==> src/hw/cpurs_params.svh <==
// Constants for the CPU register set and status block
`ifndef CPURS_PARAMS_SVH
`define CPURS_PARAMS_SVH

// System register numbers
`define CPURS_SR_INTR_PC 5'h00
`define CPURS_SR_INTR_PSW 5'h01
`define CPURS_SR_NMI_PC 5'h02
`define CPURS_SR_NMI_PSW 5'h03
`define CPURS_SR_CAUSE 5'h04
`define CPURS_SR_PSW 5'h05
`define CPURS_SR_CT_PC 5'h10
`define CPURS_SR_CT_PSW 5'h11
`define CPURS_SR_TRAP_PC 5'h12
`define CPURS_SR_TRAP_PSW 5'h13
`define CPURS_SR_CT_BASE 5'h14

// Status word field positions
`define CPURS_PSW_W 8
`define CPURS_PSW_NP 7
`define CPURS_PSW_EP 6
`define CPURS_PSW_ID 5
`define CPURS_PSW_SAT 4
`define CPURS_PSW_CY 3
`define CPURS_PSW_OV 2
`define CPURS_PSW_S 1
`define CPURS_PSW_Z 0
`define CPURS_PSW_RFU_W 24

// Program counter layout
`define CPURS_PC_TOP 25
`define CPURS_PC_PAD_W 6

// Reset values
`define CPURS_PSW_RST 8'h20
`define CPURS_PC_RST 32'h0000_0000
`define CPURS_WORD_RST 32'h0000_0000
`define CPURS_HALF_RST 16'h0000

// Exception cause halves
`define CPURS_CAUSE_HI 31
`define CPURS_CAUSE_MID 16
`define CPURS_CAUSE_LO 15

// Mode pin codes {high, low}
`define CPURS_MODE_BUS16 2'b00
`define CPURS_MODE_BUS8 2'b01

// Zero register address
`define CPURS_ZERO_REG 5'h00

`endif

==> src/hw/cpurs_pkg.sv <==
// Types shared by the CPU register set and status block
package cpurs_pkg;

    typedef struct packed {
        logic carry;
        logic ovf;
        logic sign;
        logic zero;
        logic sat_ovf;
    } cpurs_flags_s;

    typedef struct packed {
        logic wr;
        logic rd;
        logic [4:0] num;
        logic [31:0] wdata;
    } cpurs_sr_req_s;

    typedef enum logic [1:0] {
        CPURS_RUN = 2'b00,
        CPURS_HALT = 2'b01,
        CPURS_IDLE = 2'b10,
        CPURS_STOP = 2'b11
    } cpurs_psave_e;

endpackage

==> src/hw/cpurs_core_regs.sv <==
// CPU architectural registers, system registers and status word
// Behaviour
// - Thirty-two 32-bit general-purpose registers
// - Register zero always reads zero
// - Program counter keeps low 26 bits only
// - Program counter bit 0 held zero
// - Exception or interrupt saves into numbers 0/1
// - NMI saves into numbers 2/3
// - Cause register: NMI high, exception or interrupt low half
// - Table call saves into numbers 16/17
// - Illegal-code trap saves into numbers 18/19
// - System registers by number; reserved ones ignored
// - Status bits 31 to 8 read zero
// - NMI sets bit 7, blocks nesting
// - Exception sets bits 6 and 5; bit 6 alone does not refuse interrupts
// - Bit 5 refuses maskable interrupts
// - Saturation overflow sets sticky bit 4
// - Bit 3 follows carry or borrow
// - Bit 2 follows arithmetic overflow
// - Bit 1 follows negative result
// - Bit 0 follows zero result
// - Mode pins pick 16- or 8-bit bus
// - After reset: control mode, fetch reset entry
// - Asynchronous reset first, ends power save
// - Mode pins latched at reset
`timescale 1ns/100ps
`include "cpurs_params.svh"
module cpurs_core_regs #(
    parameter int GPR_DEPTH = 32,
    parameter int GPR_WIDTH = 32
) (
    input wire logic clock,
    input wire logic rst_b,
    input wire logic gpr_we,
    input wire logic [4:0] gpr_waddr,
    input wire logic [31:0] gpr_wdata,
    input wire logic [4:0] gpr_raddr_a,
    input wire logic [4:0] gpr_raddr_b,
    output logic [31:0] gpr_rdata_a,
    output logic [31:0] gpr_rdata_b,
    input wire logic pc_load,
    input wire logic [31:0] pc_next,
    output logic [31:0] program_counter,
    input wire logic flag_upd,
    input wire cpurs_pkg::cpurs_flags_s flags_in,
    input wire logic exc_req,
    input wire logic irq_req,
    input wire logic [15:0] intr_code,
    output logic irq_accept,
    output logic exc_accept,
    input wire logic nmi_req,
    input wire logic [15:0] nmi_code,
    output logic nmi_accept,
    input wire logic table_call_instr,
    input wire logic illegal_trap,
    input wire cpurs_pkg::cpurs_sr_req_s sr_req,
    output logic [31:0] sr_rdata,
    output logic sr_rvalid,
    output logic [31:0] program_status_word,
    output logic [31:0] exception_cause,
    output logic [31:0] table_call_base,
    input wire logic mode_select_low,
    input wire logic mode_select_high,
    output logic bus_width_8,
    output logic mode_illegal,
    output logic bus_ctrl_mode,
    output logic fetch_start,
    input wire logic halt_req,
    input wire logic idle_req,
    input wire logic stop_req,
    input wire logic wake,
    output cpurs_pkg::cpurs_psave_e psave_state
);
    // ****************************************************
    // General-purpose registers
    // ****************************************************

    cpurs_gpr_file #(.DEPTH(GPR_DEPTH), .WIDTH(GPR_WIDTH), .AW(5)) u_gpr (
        .clock(clock), .rst_b(rst_b), .we(gpr_we),
        .waddr(gpr_waddr), .wdata(gpr_wdata),
        .raddr_a(gpr_raddr_a), .raddr_b(gpr_raddr_b),
        .rdata_a(gpr_rdata_a), .rdata_b(gpr_rdata_b)
    );

    // ****************************************************
    // Reset release, mode straps, power save
    // ****************************************************

    logic run_q;
    logic [1:0] mode_q;
    cpurs_pkg::cpurs_psave_e psave_q, psave_d;
    always_ff @(posedge clock or negedge rst_b)
    begin
        if (!rst_b)
            run_q <= 1'b0;
        else
            run_q <= 1'b1;
    end

    // Straps sampled while reset held; async load needs constants
    always_ff @(posedge clock)
    begin
        if (!rst_b)
            mode_q <= {mode_select_high, mode_select_low};
    end

    assign bus_width_8 = (mode_q == `CPURS_MODE_BUS8);
    assign mode_illegal = (mode_q != `CPURS_MODE_BUS16) &&
                          (mode_q != `CPURS_MODE_BUS8);

    assign bus_ctrl_mode = 1'b1;
    assign fetch_start = !run_q && rst_b;

    always_comb
    begin
        psave_d = psave_q;
        case (psave_q)
            cpurs_pkg::CPURS_RUN:
            begin
                if (stop_req)
                    psave_d = cpurs_pkg::CPURS_STOP;
                else if (idle_req)
                    psave_d = cpurs_pkg::CPURS_IDLE;
                else if (halt_req)
                    psave_d = cpurs_pkg::CPURS_HALT;
            end
            cpurs_pkg::CPURS_HALT,
            cpurs_pkg::CPURS_IDLE,
            cpurs_pkg::CPURS_STOP:
            begin
                if (wake || nmi_req)
                    psave_d = cpurs_pkg::CPURS_RUN;
            end
            default:
                psave_d = cpurs_pkg::CPURS_RUN;
        endcase
    end

    always_ff @(posedge clock or negedge rst_b)
    begin
        if (!rst_b)
            psave_q <= cpurs_pkg::CPURS_RUN;
        else
            psave_q <= psave_d;
    end
    assign psave_state = psave_q;

    // ****************************************************
    // Program counter
    // ****************************************************

    logic [`CPURS_PC_TOP:1] pc_q;
    localparam logic [31:0] PC_RST = `CPURS_PC_RST;

    // Upper bits and carry out dropped
    always_ff @(posedge clock or negedge rst_b)
    begin
        if (!rst_b)
            pc_q <= PC_RST[`CPURS_PC_TOP:1];
        else if (pc_load)
            pc_q <= pc_next[`CPURS_PC_TOP:1];
    end
    assign program_counter = {{`CPURS_PC_PAD_W{1'b0}}, pc_q, 1'b0};

    // ****************************************************
    // Event acceptance
    // ****************************************************

    logic [`CPURS_PSW_W-1:0] psw_q, psw_d;
    logic np, id;
    assign np = psw_q[`CPURS_PSW_NP];
    assign id = psw_q[`CPURS_PSW_ID];

    // No NMI nesting while one is serviced
    assign nmi_accept = nmi_req && !np && run_q;
    // Traps and exceptions are synchronous to the instruction stream
    assign exc_accept = exc_req && !nmi_accept && !illegal_trap;
    // Exception-in-service bit does not block here
    assign irq_accept = irq_req && !id && !np && !nmi_accept &&
                        !illegal_trap && !exc_req;

    logic save_intr, save_nmi, save_ct, save_trap;
    assign save_nmi = nmi_accept;
    assign save_trap = illegal_trap && !nmi_accept;
    assign save_intr = exc_accept || irq_accept;
    assign save_ct = table_call_instr && !nmi_accept && !illegal_trap &&
                     !save_intr;

    // ****************************************************
    // System register writes
    // ****************************************************

    logic sr_wr;
    logic [4:0] sr_num;
    logic [31:0] sr_wd;
    assign sr_wr = sr_req.wr;
    assign sr_num = sr_req.num;
    assign sr_wd = sr_req.wdata;

    logic [31:0] psw_word;
    assign psw_word = {{`CPURS_PSW_RFU_W{1'b0}}, psw_q};

    logic [31:0] intr_pc, intr_psw, nmi_pc, nmi_psw;
    logic [31:0] ct_pc, ct_psw, trap_pc, trap_psw;

    cpurs_save_pair u_intr_pair (
        .clock(clock), .rst_b(rst_b), .save(save_intr), .wdata(sr_wd),
        .cur_pc(program_counter), .cur_psw(psw_word),
        .wr_pc(sr_wr && sr_num == `CPURS_SR_INTR_PC),
        .wr_psw(sr_wr && sr_num == `CPURS_SR_INTR_PSW),
        .pc_q(intr_pc), .psw_q(intr_psw)
    );

    cpurs_save_pair u_nmi_pair (
        .clock(clock), .rst_b(rst_b), .save(save_nmi), .wdata(sr_wd),
        .cur_pc(program_counter), .cur_psw(psw_word),
        .wr_pc(sr_wr && sr_num == `CPURS_SR_NMI_PC),
        .wr_psw(sr_wr && sr_num == `CPURS_SR_NMI_PSW),
        .pc_q(nmi_pc), .psw_q(nmi_psw)
    );

    cpurs_save_pair u_ct_pair (
        .clock(clock), .rst_b(rst_b), .save(save_ct), .wdata(sr_wd),
        .cur_pc(program_counter), .cur_psw(psw_word),
        .wr_pc(sr_wr && sr_num == `CPURS_SR_CT_PC),
        .wr_psw(sr_wr && sr_num == `CPURS_SR_CT_PSW),
        .pc_q(ct_pc), .psw_q(ct_psw)
    );

    cpurs_save_pair u_trap_pair (
        .clock(clock), .rst_b(rst_b), .save(save_trap), .wdata(sr_wd),
        .cur_pc(program_counter), .cur_psw(psw_word),
        .wr_pc(sr_wr && sr_num == `CPURS_SR_TRAP_PC),
        .wr_psw(sr_wr && sr_num == `CPURS_SR_TRAP_PSW),
        .pc_q(trap_pc), .psw_q(trap_psw)
    );

    logic [15:0] nmi_cause_code, intr_cause_code;

    // Cause halves, hardware code beats software store
    always_ff @(posedge clock or negedge rst_b)
    begin
        if (!rst_b)
        begin
            nmi_cause_code <= `CPURS_HALF_RST;
            intr_cause_code <= `CPURS_HALF_RST;
        end
        else
        begin
            if (save_nmi)
                nmi_cause_code <= nmi_code;
            else if (sr_wr && sr_num == `CPURS_SR_CAUSE)
                nmi_cause_code <= sr_wd[`CPURS_CAUSE_HI:`CPURS_CAUSE_MID];
            if (save_intr)
                intr_cause_code <= intr_code;
            else if (sr_wr && sr_num == `CPURS_SR_CAUSE)
                intr_cause_code <= sr_wd[`CPURS_CAUSE_LO:0];
        end
    end
    assign exception_cause = {nmi_cause_code, intr_cause_code};

    logic [31:0] ct_base_q;
    always_ff @(posedge clock or negedge rst_b)
    begin
        if (!rst_b)
            ct_base_q <= `CPURS_WORD_RST;
        else if (sr_wr && sr_num == `CPURS_SR_CT_BASE)
            ct_base_q <= sr_wd;
    end
    assign table_call_base = ct_base_q;

    // ****************************************************
    // Program status word
    // ****************************************************

    always_comb
    begin
        psw_d = psw_q;
        if (sr_wr && sr_num == `CPURS_SR_PSW)
            psw_d = sr_wd[`CPURS_PSW_W-1:0];
        if (flag_upd)
        begin
            psw_d[`CPURS_PSW_CY] = flags_in.carry;
            psw_d[`CPURS_PSW_OV] = flags_in.ovf;
            psw_d[`CPURS_PSW_S] = flags_in.sign;
            psw_d[`CPURS_PSW_Z] = flags_in.zero;
            if (flags_in.sat_ovf)
                psw_d[`CPURS_PSW_SAT] = 1'b1;
        end
        if (save_nmi)
            psw_d[`CPURS_PSW_NP] = 1'b1;
        if (exc_accept || save_trap)
            psw_d[`CPURS_PSW_EP] = 1'b1;
        // Every taken event except a table call masks further maskable requests
        if (save_nmi || save_intr || save_trap)
            psw_d[`CPURS_PSW_ID] = 1'b1;
    end

    always_ff @(posedge clock or negedge rst_b)
    begin
        if (!rst_b)
            psw_q <= `CPURS_PSW_RST;
        else
            psw_q <= psw_d;
    end

    assign program_status_word = psw_word;

    // ****************************************************
    // System register reads
    // ****************************************************

    logic [31:0] sr_mux;

    // Access by number, reserved numbers read zero
    always_comb
    begin
        case (sr_num)
            `CPURS_SR_INTR_PC: sr_mux = intr_pc;
            `CPURS_SR_INTR_PSW: sr_mux = intr_psw;
            `CPURS_SR_NMI_PC: sr_mux = nmi_pc;
            `CPURS_SR_NMI_PSW: sr_mux = nmi_psw;
            `CPURS_SR_CAUSE: sr_mux = exception_cause;
            `CPURS_SR_PSW: sr_mux = psw_word;
            `CPURS_SR_CT_PC: sr_mux = ct_pc;
            `CPURS_SR_CT_PSW: sr_mux = ct_psw;
            `CPURS_SR_TRAP_PC: sr_mux = trap_pc;
            `CPURS_SR_TRAP_PSW: sr_mux = trap_psw;
            `CPURS_SR_CT_BASE: sr_mux = ct_base_q;
            default: sr_mux = `CPURS_WORD_RST;
        endcase
    end

    always_ff @(posedge clock or negedge rst_b)
    begin
        if (!rst_b)
        begin
            sr_rdata <= `CPURS_WORD_RST;
            sr_rvalid <= 1'b0;
        end
        else
        begin
            sr_rvalid <= sr_req.rd;
            if (sr_req.rd)
                sr_rdata <= sr_mux;
        end
    end
endmodule // cpurs_core_regs

==> src/hw/cpurs_gpr_file.sv <==
// General-purpose register memory with registered read ports
`timescale 1ns/100ps
`include "cpurs_params.svh"
module cpurs_gpr_file #(
    parameter int DEPTH = 32,
    parameter int WIDTH = 32,
    parameter int AW = 5
) (
    input wire logic clock,
    input wire logic rst_b,
    input wire logic we,
    input wire logic [AW-1:0] waddr,
    input wire logic [WIDTH-1:0] wdata,
    input wire logic [AW-1:0] raddr_a,
    input wire logic [AW-1:0] raddr_b,
    output logic [WIDTH-1:0] rdata_a,
    output logic [WIDTH-1:0] rdata_b
);
    logic [WIDTH-1:0] mem [DEPTH];

    // Writes to the zero register are dropped
    always_ff @(posedge clock)
    begin
        if (we && waddr != `CPURS_ZERO_REG)
            mem[waddr] <= wdata;
    end

    // Zero register never reaches storage, so its read is forced to zero
    always_ff @(posedge clock or negedge rst_b)
    begin
        if (!rst_b)
        begin
            rdata_a <= '0;
            rdata_b <= '0;
        end
        else
        begin
            rdata_a <= (raddr_a == `CPURS_ZERO_REG) ? '0 : mem[raddr_a];
            rdata_b <= (raddr_b == `CPURS_ZERO_REG) ? '0 : mem[raddr_b];
        end
    end
endmodule // cpurs_gpr_file

==> src/hw/cpurs_save_pair.sv <==
// One saved program counter and status word pair
`timescale 1ns/100ps
`include "cpurs_params.svh"
module cpurs_save_pair (
    input wire logic clock,
    input wire logic rst_b,
    input wire logic save,
    input wire logic [31:0] cur_pc,
    input wire logic [31:0] cur_psw,
    input wire logic wr_pc,
    input wire logic wr_psw,
    input wire logic [31:0] wdata,
    output logic [31:0] pc_q,
    output logic [31:0] psw_q
);
    // Hardware save outranks a software store in the same cycle
    always_ff @(posedge clock or negedge rst_b)
    begin
        if (!rst_b)
        begin
            pc_q <= `CPURS_WORD_RST;
            psw_q <= `CPURS_WORD_RST;
        end
        else if (save)
        begin
            pc_q <= cur_pc;
            psw_q <= cur_psw;
        end
        else
        begin
            if (wr_pc)
                pc_q <= wdata;
            if (wr_psw)
                psw_q <= wdata;
        end
    end
endmodule // cpurs_save_pair

==> config.mk <==
export PLATFORM = sky130hd
export DESIGN_NAME = cpurs_core_regs
export DESIGN_NICKNAME = d
export VERILOG_FILES = /design/src/hw/cpurs_pkg.sv /design/src/hw/cpurs_core_regs.sv /design/src/hw/cpurs_gpr_file.sv /design/src/hw/cpurs_save_pair.sv
export VERILOG_INCLUDE_DIRS = /design/src /design/src/hw
export SDC_FILE = /design/constraint.sdc
export NUM_CORES = 2
export LEC_CHECK = 0
export BUFFER_PORTS_ARGS = -buffer_cell sky130_fd_sc_hd__buf_4
export CAP_MARGIN = 20
export CORE_AREA = 2 2 393 395
export DETAILED_ROUTE_END_ITERATION = 10
export DIE_AREA = 0 0 395 397
export SLEW_MARGIN = 20
export SYNTH_ARGS = -nofsm -noshare
export SYNTH_HDL_FRONTEND = slang
export SYNTH_SLANG_ARGS = --single-unit
==> constraint.sdc <==
create_clock -name clock -period 2.2 [get_ports clock]
set_input_delay 0.33 -clock clock [delete_from_list [all_inputs] [get_ports clock]]
set_output_delay 0.33 -clock clock [all_outputs]
set_load 0.01 [all_outputs]
==> flow_summary.ini <==
[floorplan]
die_w_um = 395
placementRows = 144
initial_core_util_pct = 44.6
core-area_um2 = 153000
dieArea_um2 = 157000
io_pins = 405
dieHeight_um = 397

[yosys]
synth.distinct_cells = 66
synthFlopType = edfxtp_1
ys_seq_elements = 1479
ys_seq_area_share_pct = 61.8
syn_area_um2 = 68200
yosys_warnings = 0
async_reset_ff_share_pct = 30.6
syn-instance-count = 4348
synth_edf_count = 1026
avgSynthCellArea_um2 = 15.7

[power]
seq_power_share_pct = 47.3
switching_share_pct = 25.4
p_comb_share_pct = 12.5
internal_power_mw = 51.6
clkPwrFrac_pct = 40.3
power_switching_mw = 17.6
ir_drop_uv = 759
p_leak_nw = 30.9
p_per_area_nw_per_um2 = 823

[timing]
clock_skew_ns = 0.0390
fin_crit_sh_pct = 109
tightest_slew_ns = 0.958
setup_slack_ns = -0.189
max_freq_ghz = 0.419
final_hold_viol_count = 0
slew_viol_final = 0
finalSetupViolCount = 10
slew_headroom_pct = 35.9
rsz0062_at_grt = true
fin_crit_ns = 2.39

[worst_hold_path]
min_to = u_nmi_pair.pc_q[2]$_DFFE_PN0P_
hp-class = primary input to flop
hold_start = nmi_req
hold_path_depth = 4

[clock_tree]
cts_buffers = 160
clk_latency_ns = 0.81
htree_levels = 4
cts_num_sinks = 1479
ctsRootBufferMaster = clkbuf_16
cts_tree = done
clock_path_buffers = 3
clk_pin_slew_worst_paths_ns = 0.06

[worst_setup_path]
cp.required_ns = 1.87
rrSetupSlack_ns = -0.01
crit_path_start_kind = flop
r2r_end = u_intr_pair.pc_q[19]$_DFFE_PN0P_
path_max_fanout = 4
endpoint_kind = primary output
reg2reg_depth = 8
worst-setup-path-type = flop to primary output
worst_ep_arrival_time_ns = 2.06
r2r_start = psw_q[7]$_DFFE_PN0P_

[layout]
fin_cells = 7279
fillers = 12100
fin_nets = 5272
final_common_cell = edfxtp_1
fin_util_pct = 55.0
area_growth_syn_to_layout_pct = 23.4
drive_gt1_share_pct = 33.7
final_cell_mix = edfxtp_1, buf_4, nand2_1
antenna-diode-count = 0

[global_routing]
grt_pass1_wl_mm = 324
grt_start_max_net_pins = 122
grt_overflow_total = 0
grtUsageTotal_pct = 28.6
antenna_found_initial = 8
grt_pass1_vias = 45800

[job]
drv_cap = 0

[placement]
io_buffers = 365
dpl.hpwl_mm = 143
routabilityCongestion = 0.888
place_inst = 6822

[outcome]
status = finished with violations
violations = negative setup slack

[route]
wl_mm = 226
first_pass_iters = 6
drtIter0Drc = 5297
wl_per_cell_um = 31.0
drc_errors = 0
avgViaCountPerCell = 6.22
vias = 45200
ant_nets = 0
-- how the worst max path moves through the flow --
| stage | startpoint | to |
|---|---|---|
| after floorplan | gpr_waddr[1] | u_gpr.mem[28][0]$_DFFE_PP_ |
| after global placement | gpr_raddr_a[1] | u_gpr.rdata_a[7]$_DFF_PN0_ |
| after detailed placement | gpr_raddr_a[1] | u_gpr.rdata_a[7]$_DFF_PN0_ |
| after CTS | psw_q[7]$_DFFE_PN0P_ | irq_accept |
| after global routing | psw_q[7]$_DFFE_PN0P_ | exc_accept |
| final | psw_q[7]$_DFFE_PN0P_ | exc_accept |
-- synth_stat cells (all sizes together), types with 11 or more instances --
library cell	n	area (um^2)
a222oi	13	130
buf	239	1560
o21ai	142	711
a31oi	103	644
dfrtp	452	11300
a21oi	244	1220
a221oi	62	656
a22oi	67	503
a21o	27	203
clkbuf	177	672
mux2i	253	2530
and3	13	81.3
a22o	12	105
a211oi	24	180
o22ai	11	68.8
mux4	512	11500
mux2	139	1570
nor2b	36	225
a211o	21	184
nand2	519	1950
edfxtp	1026	30800
nor2	172	646
-- area by class of cell --
| cell class | count | area (um^2) | area share [%] |
|---|---|---|---|
| Clock buffer | 211 | 4350 | 5.17 |
| Inverter | 4 | 17.5 | 0.0208 |
| Timing Repair Buffer | 944 | 9580 | 11.4 |
| Sequential cell | 1479 | 42100 | 50.1 |
| Multi-Input combinational cell | 2512 | 24400 | 29.0 |
| Clock inverter | 85 | 1110 | 1.31 |
| Tap cell | 2044 | 2560 | 3.04 |
-- stage by stage --
| step | hold slack [ns] | cell area (um^2) | power [mW] | worst slack [ns] | TNS [ns] |
|---|---|---|---|---|---|
| finish | 0.0490 | 84100 | 69.3 | -0.189 | -0.562 |
| global route | 0.0432 | 84100 | 71.5 | -0.250 | -1.70 |
| CTS | 0.00411 | 84100 | 69.6 | -0.267 | -0.678 |
| detailed placement | 0.167 | 77000 | 41.4 | -0.125 | -0.592 |
| global placement | 0.169 | 77000 | 41.3 | -0.117 | -0.488 |
| floorplan | 0.0344 | 68500 | 37.2 | -0.372 | -172.48 |
-- worst max-delay path, stage by stage (launching register included) --
cell      delay [ns]
dfrtp_2         0.45
nand3b_1        0.29
inv_4           0.20
nor2_4          0.04
and2_4          0.15
buf_6           0.12
-- power by group through the flow --
stage	Sequential [mW]	Clock (mW)	Combinational (mW)
5_1_grt	32.9	29.4	9.23
4_1_cts	32.7	28.3	8.63
3_3_place_gp	33.2	0	8.08
2_1_floorplan	33.0	0	4.21
6_report	32.7	27.9	8.63
3_5_place_dp	33.3	0	8.19
-- layer usage --
metal | share of wire, % | track usage, % | vias to the layer above | wire, um
li1 | - | - | 18600 | -
met1 | 39 | 38.2 | 23600 | 87100
met2 | 48 | 46.8 | 2537 | 109000
met3 | 9.6 | 5.73 | 478 | 21600
met4 | 3.6 | 9.91 | 4 | 8080
met5 | 0.011 | 0 | - | 25
-- flip-flops by register name (all words and copies together) (netlist names) --
signal             count
u_nmi_pair.psw_q      32
psave_state            2
u_trap_pair.psw_q     32
nmi_cause_code        16
u_intr_pair.pc_q      32
u_trap_pair.pc_q      32
u_nmi_pair.pc_q       32
psw_q                  8
u_gpr.rdata_b         32
sr_rdata              32
run_q                  1
pc_q                  25
table_call_base       32
mode_q                 2
intr_cause_code       16
u_ct_pair.psw_q       32
u_ct_pair.pc_q        32
u_gpr.mem           1024
sr_rvalid              1
u_gpr.rdata_a         32
u_intr_pair.psw_q     32
-- timing repair --
action	4_1_cts	5_1_grt
buffers inserted	7	1
endpoints found under the hold margin	1836	0
hold buffers	152	0
gates resized for setup	11	2
gates cloned	2	0
endpoints found under the setup margin	3	30
pin swaps	3	2
-- cells by family (layout without fill, tap and decap cells) --
logic type      after synthesis  after routing  share of synthesized area (%)
flops                      1479           1479                           61.8
buf+inv                     420           1244                           3.29
compound gates              753            753                           7.19
mux                         904            904                           22.9
other cells                   2             65                         0.0110
simple gates                790            790                           4.78
(Power assumes the default switching activity.)
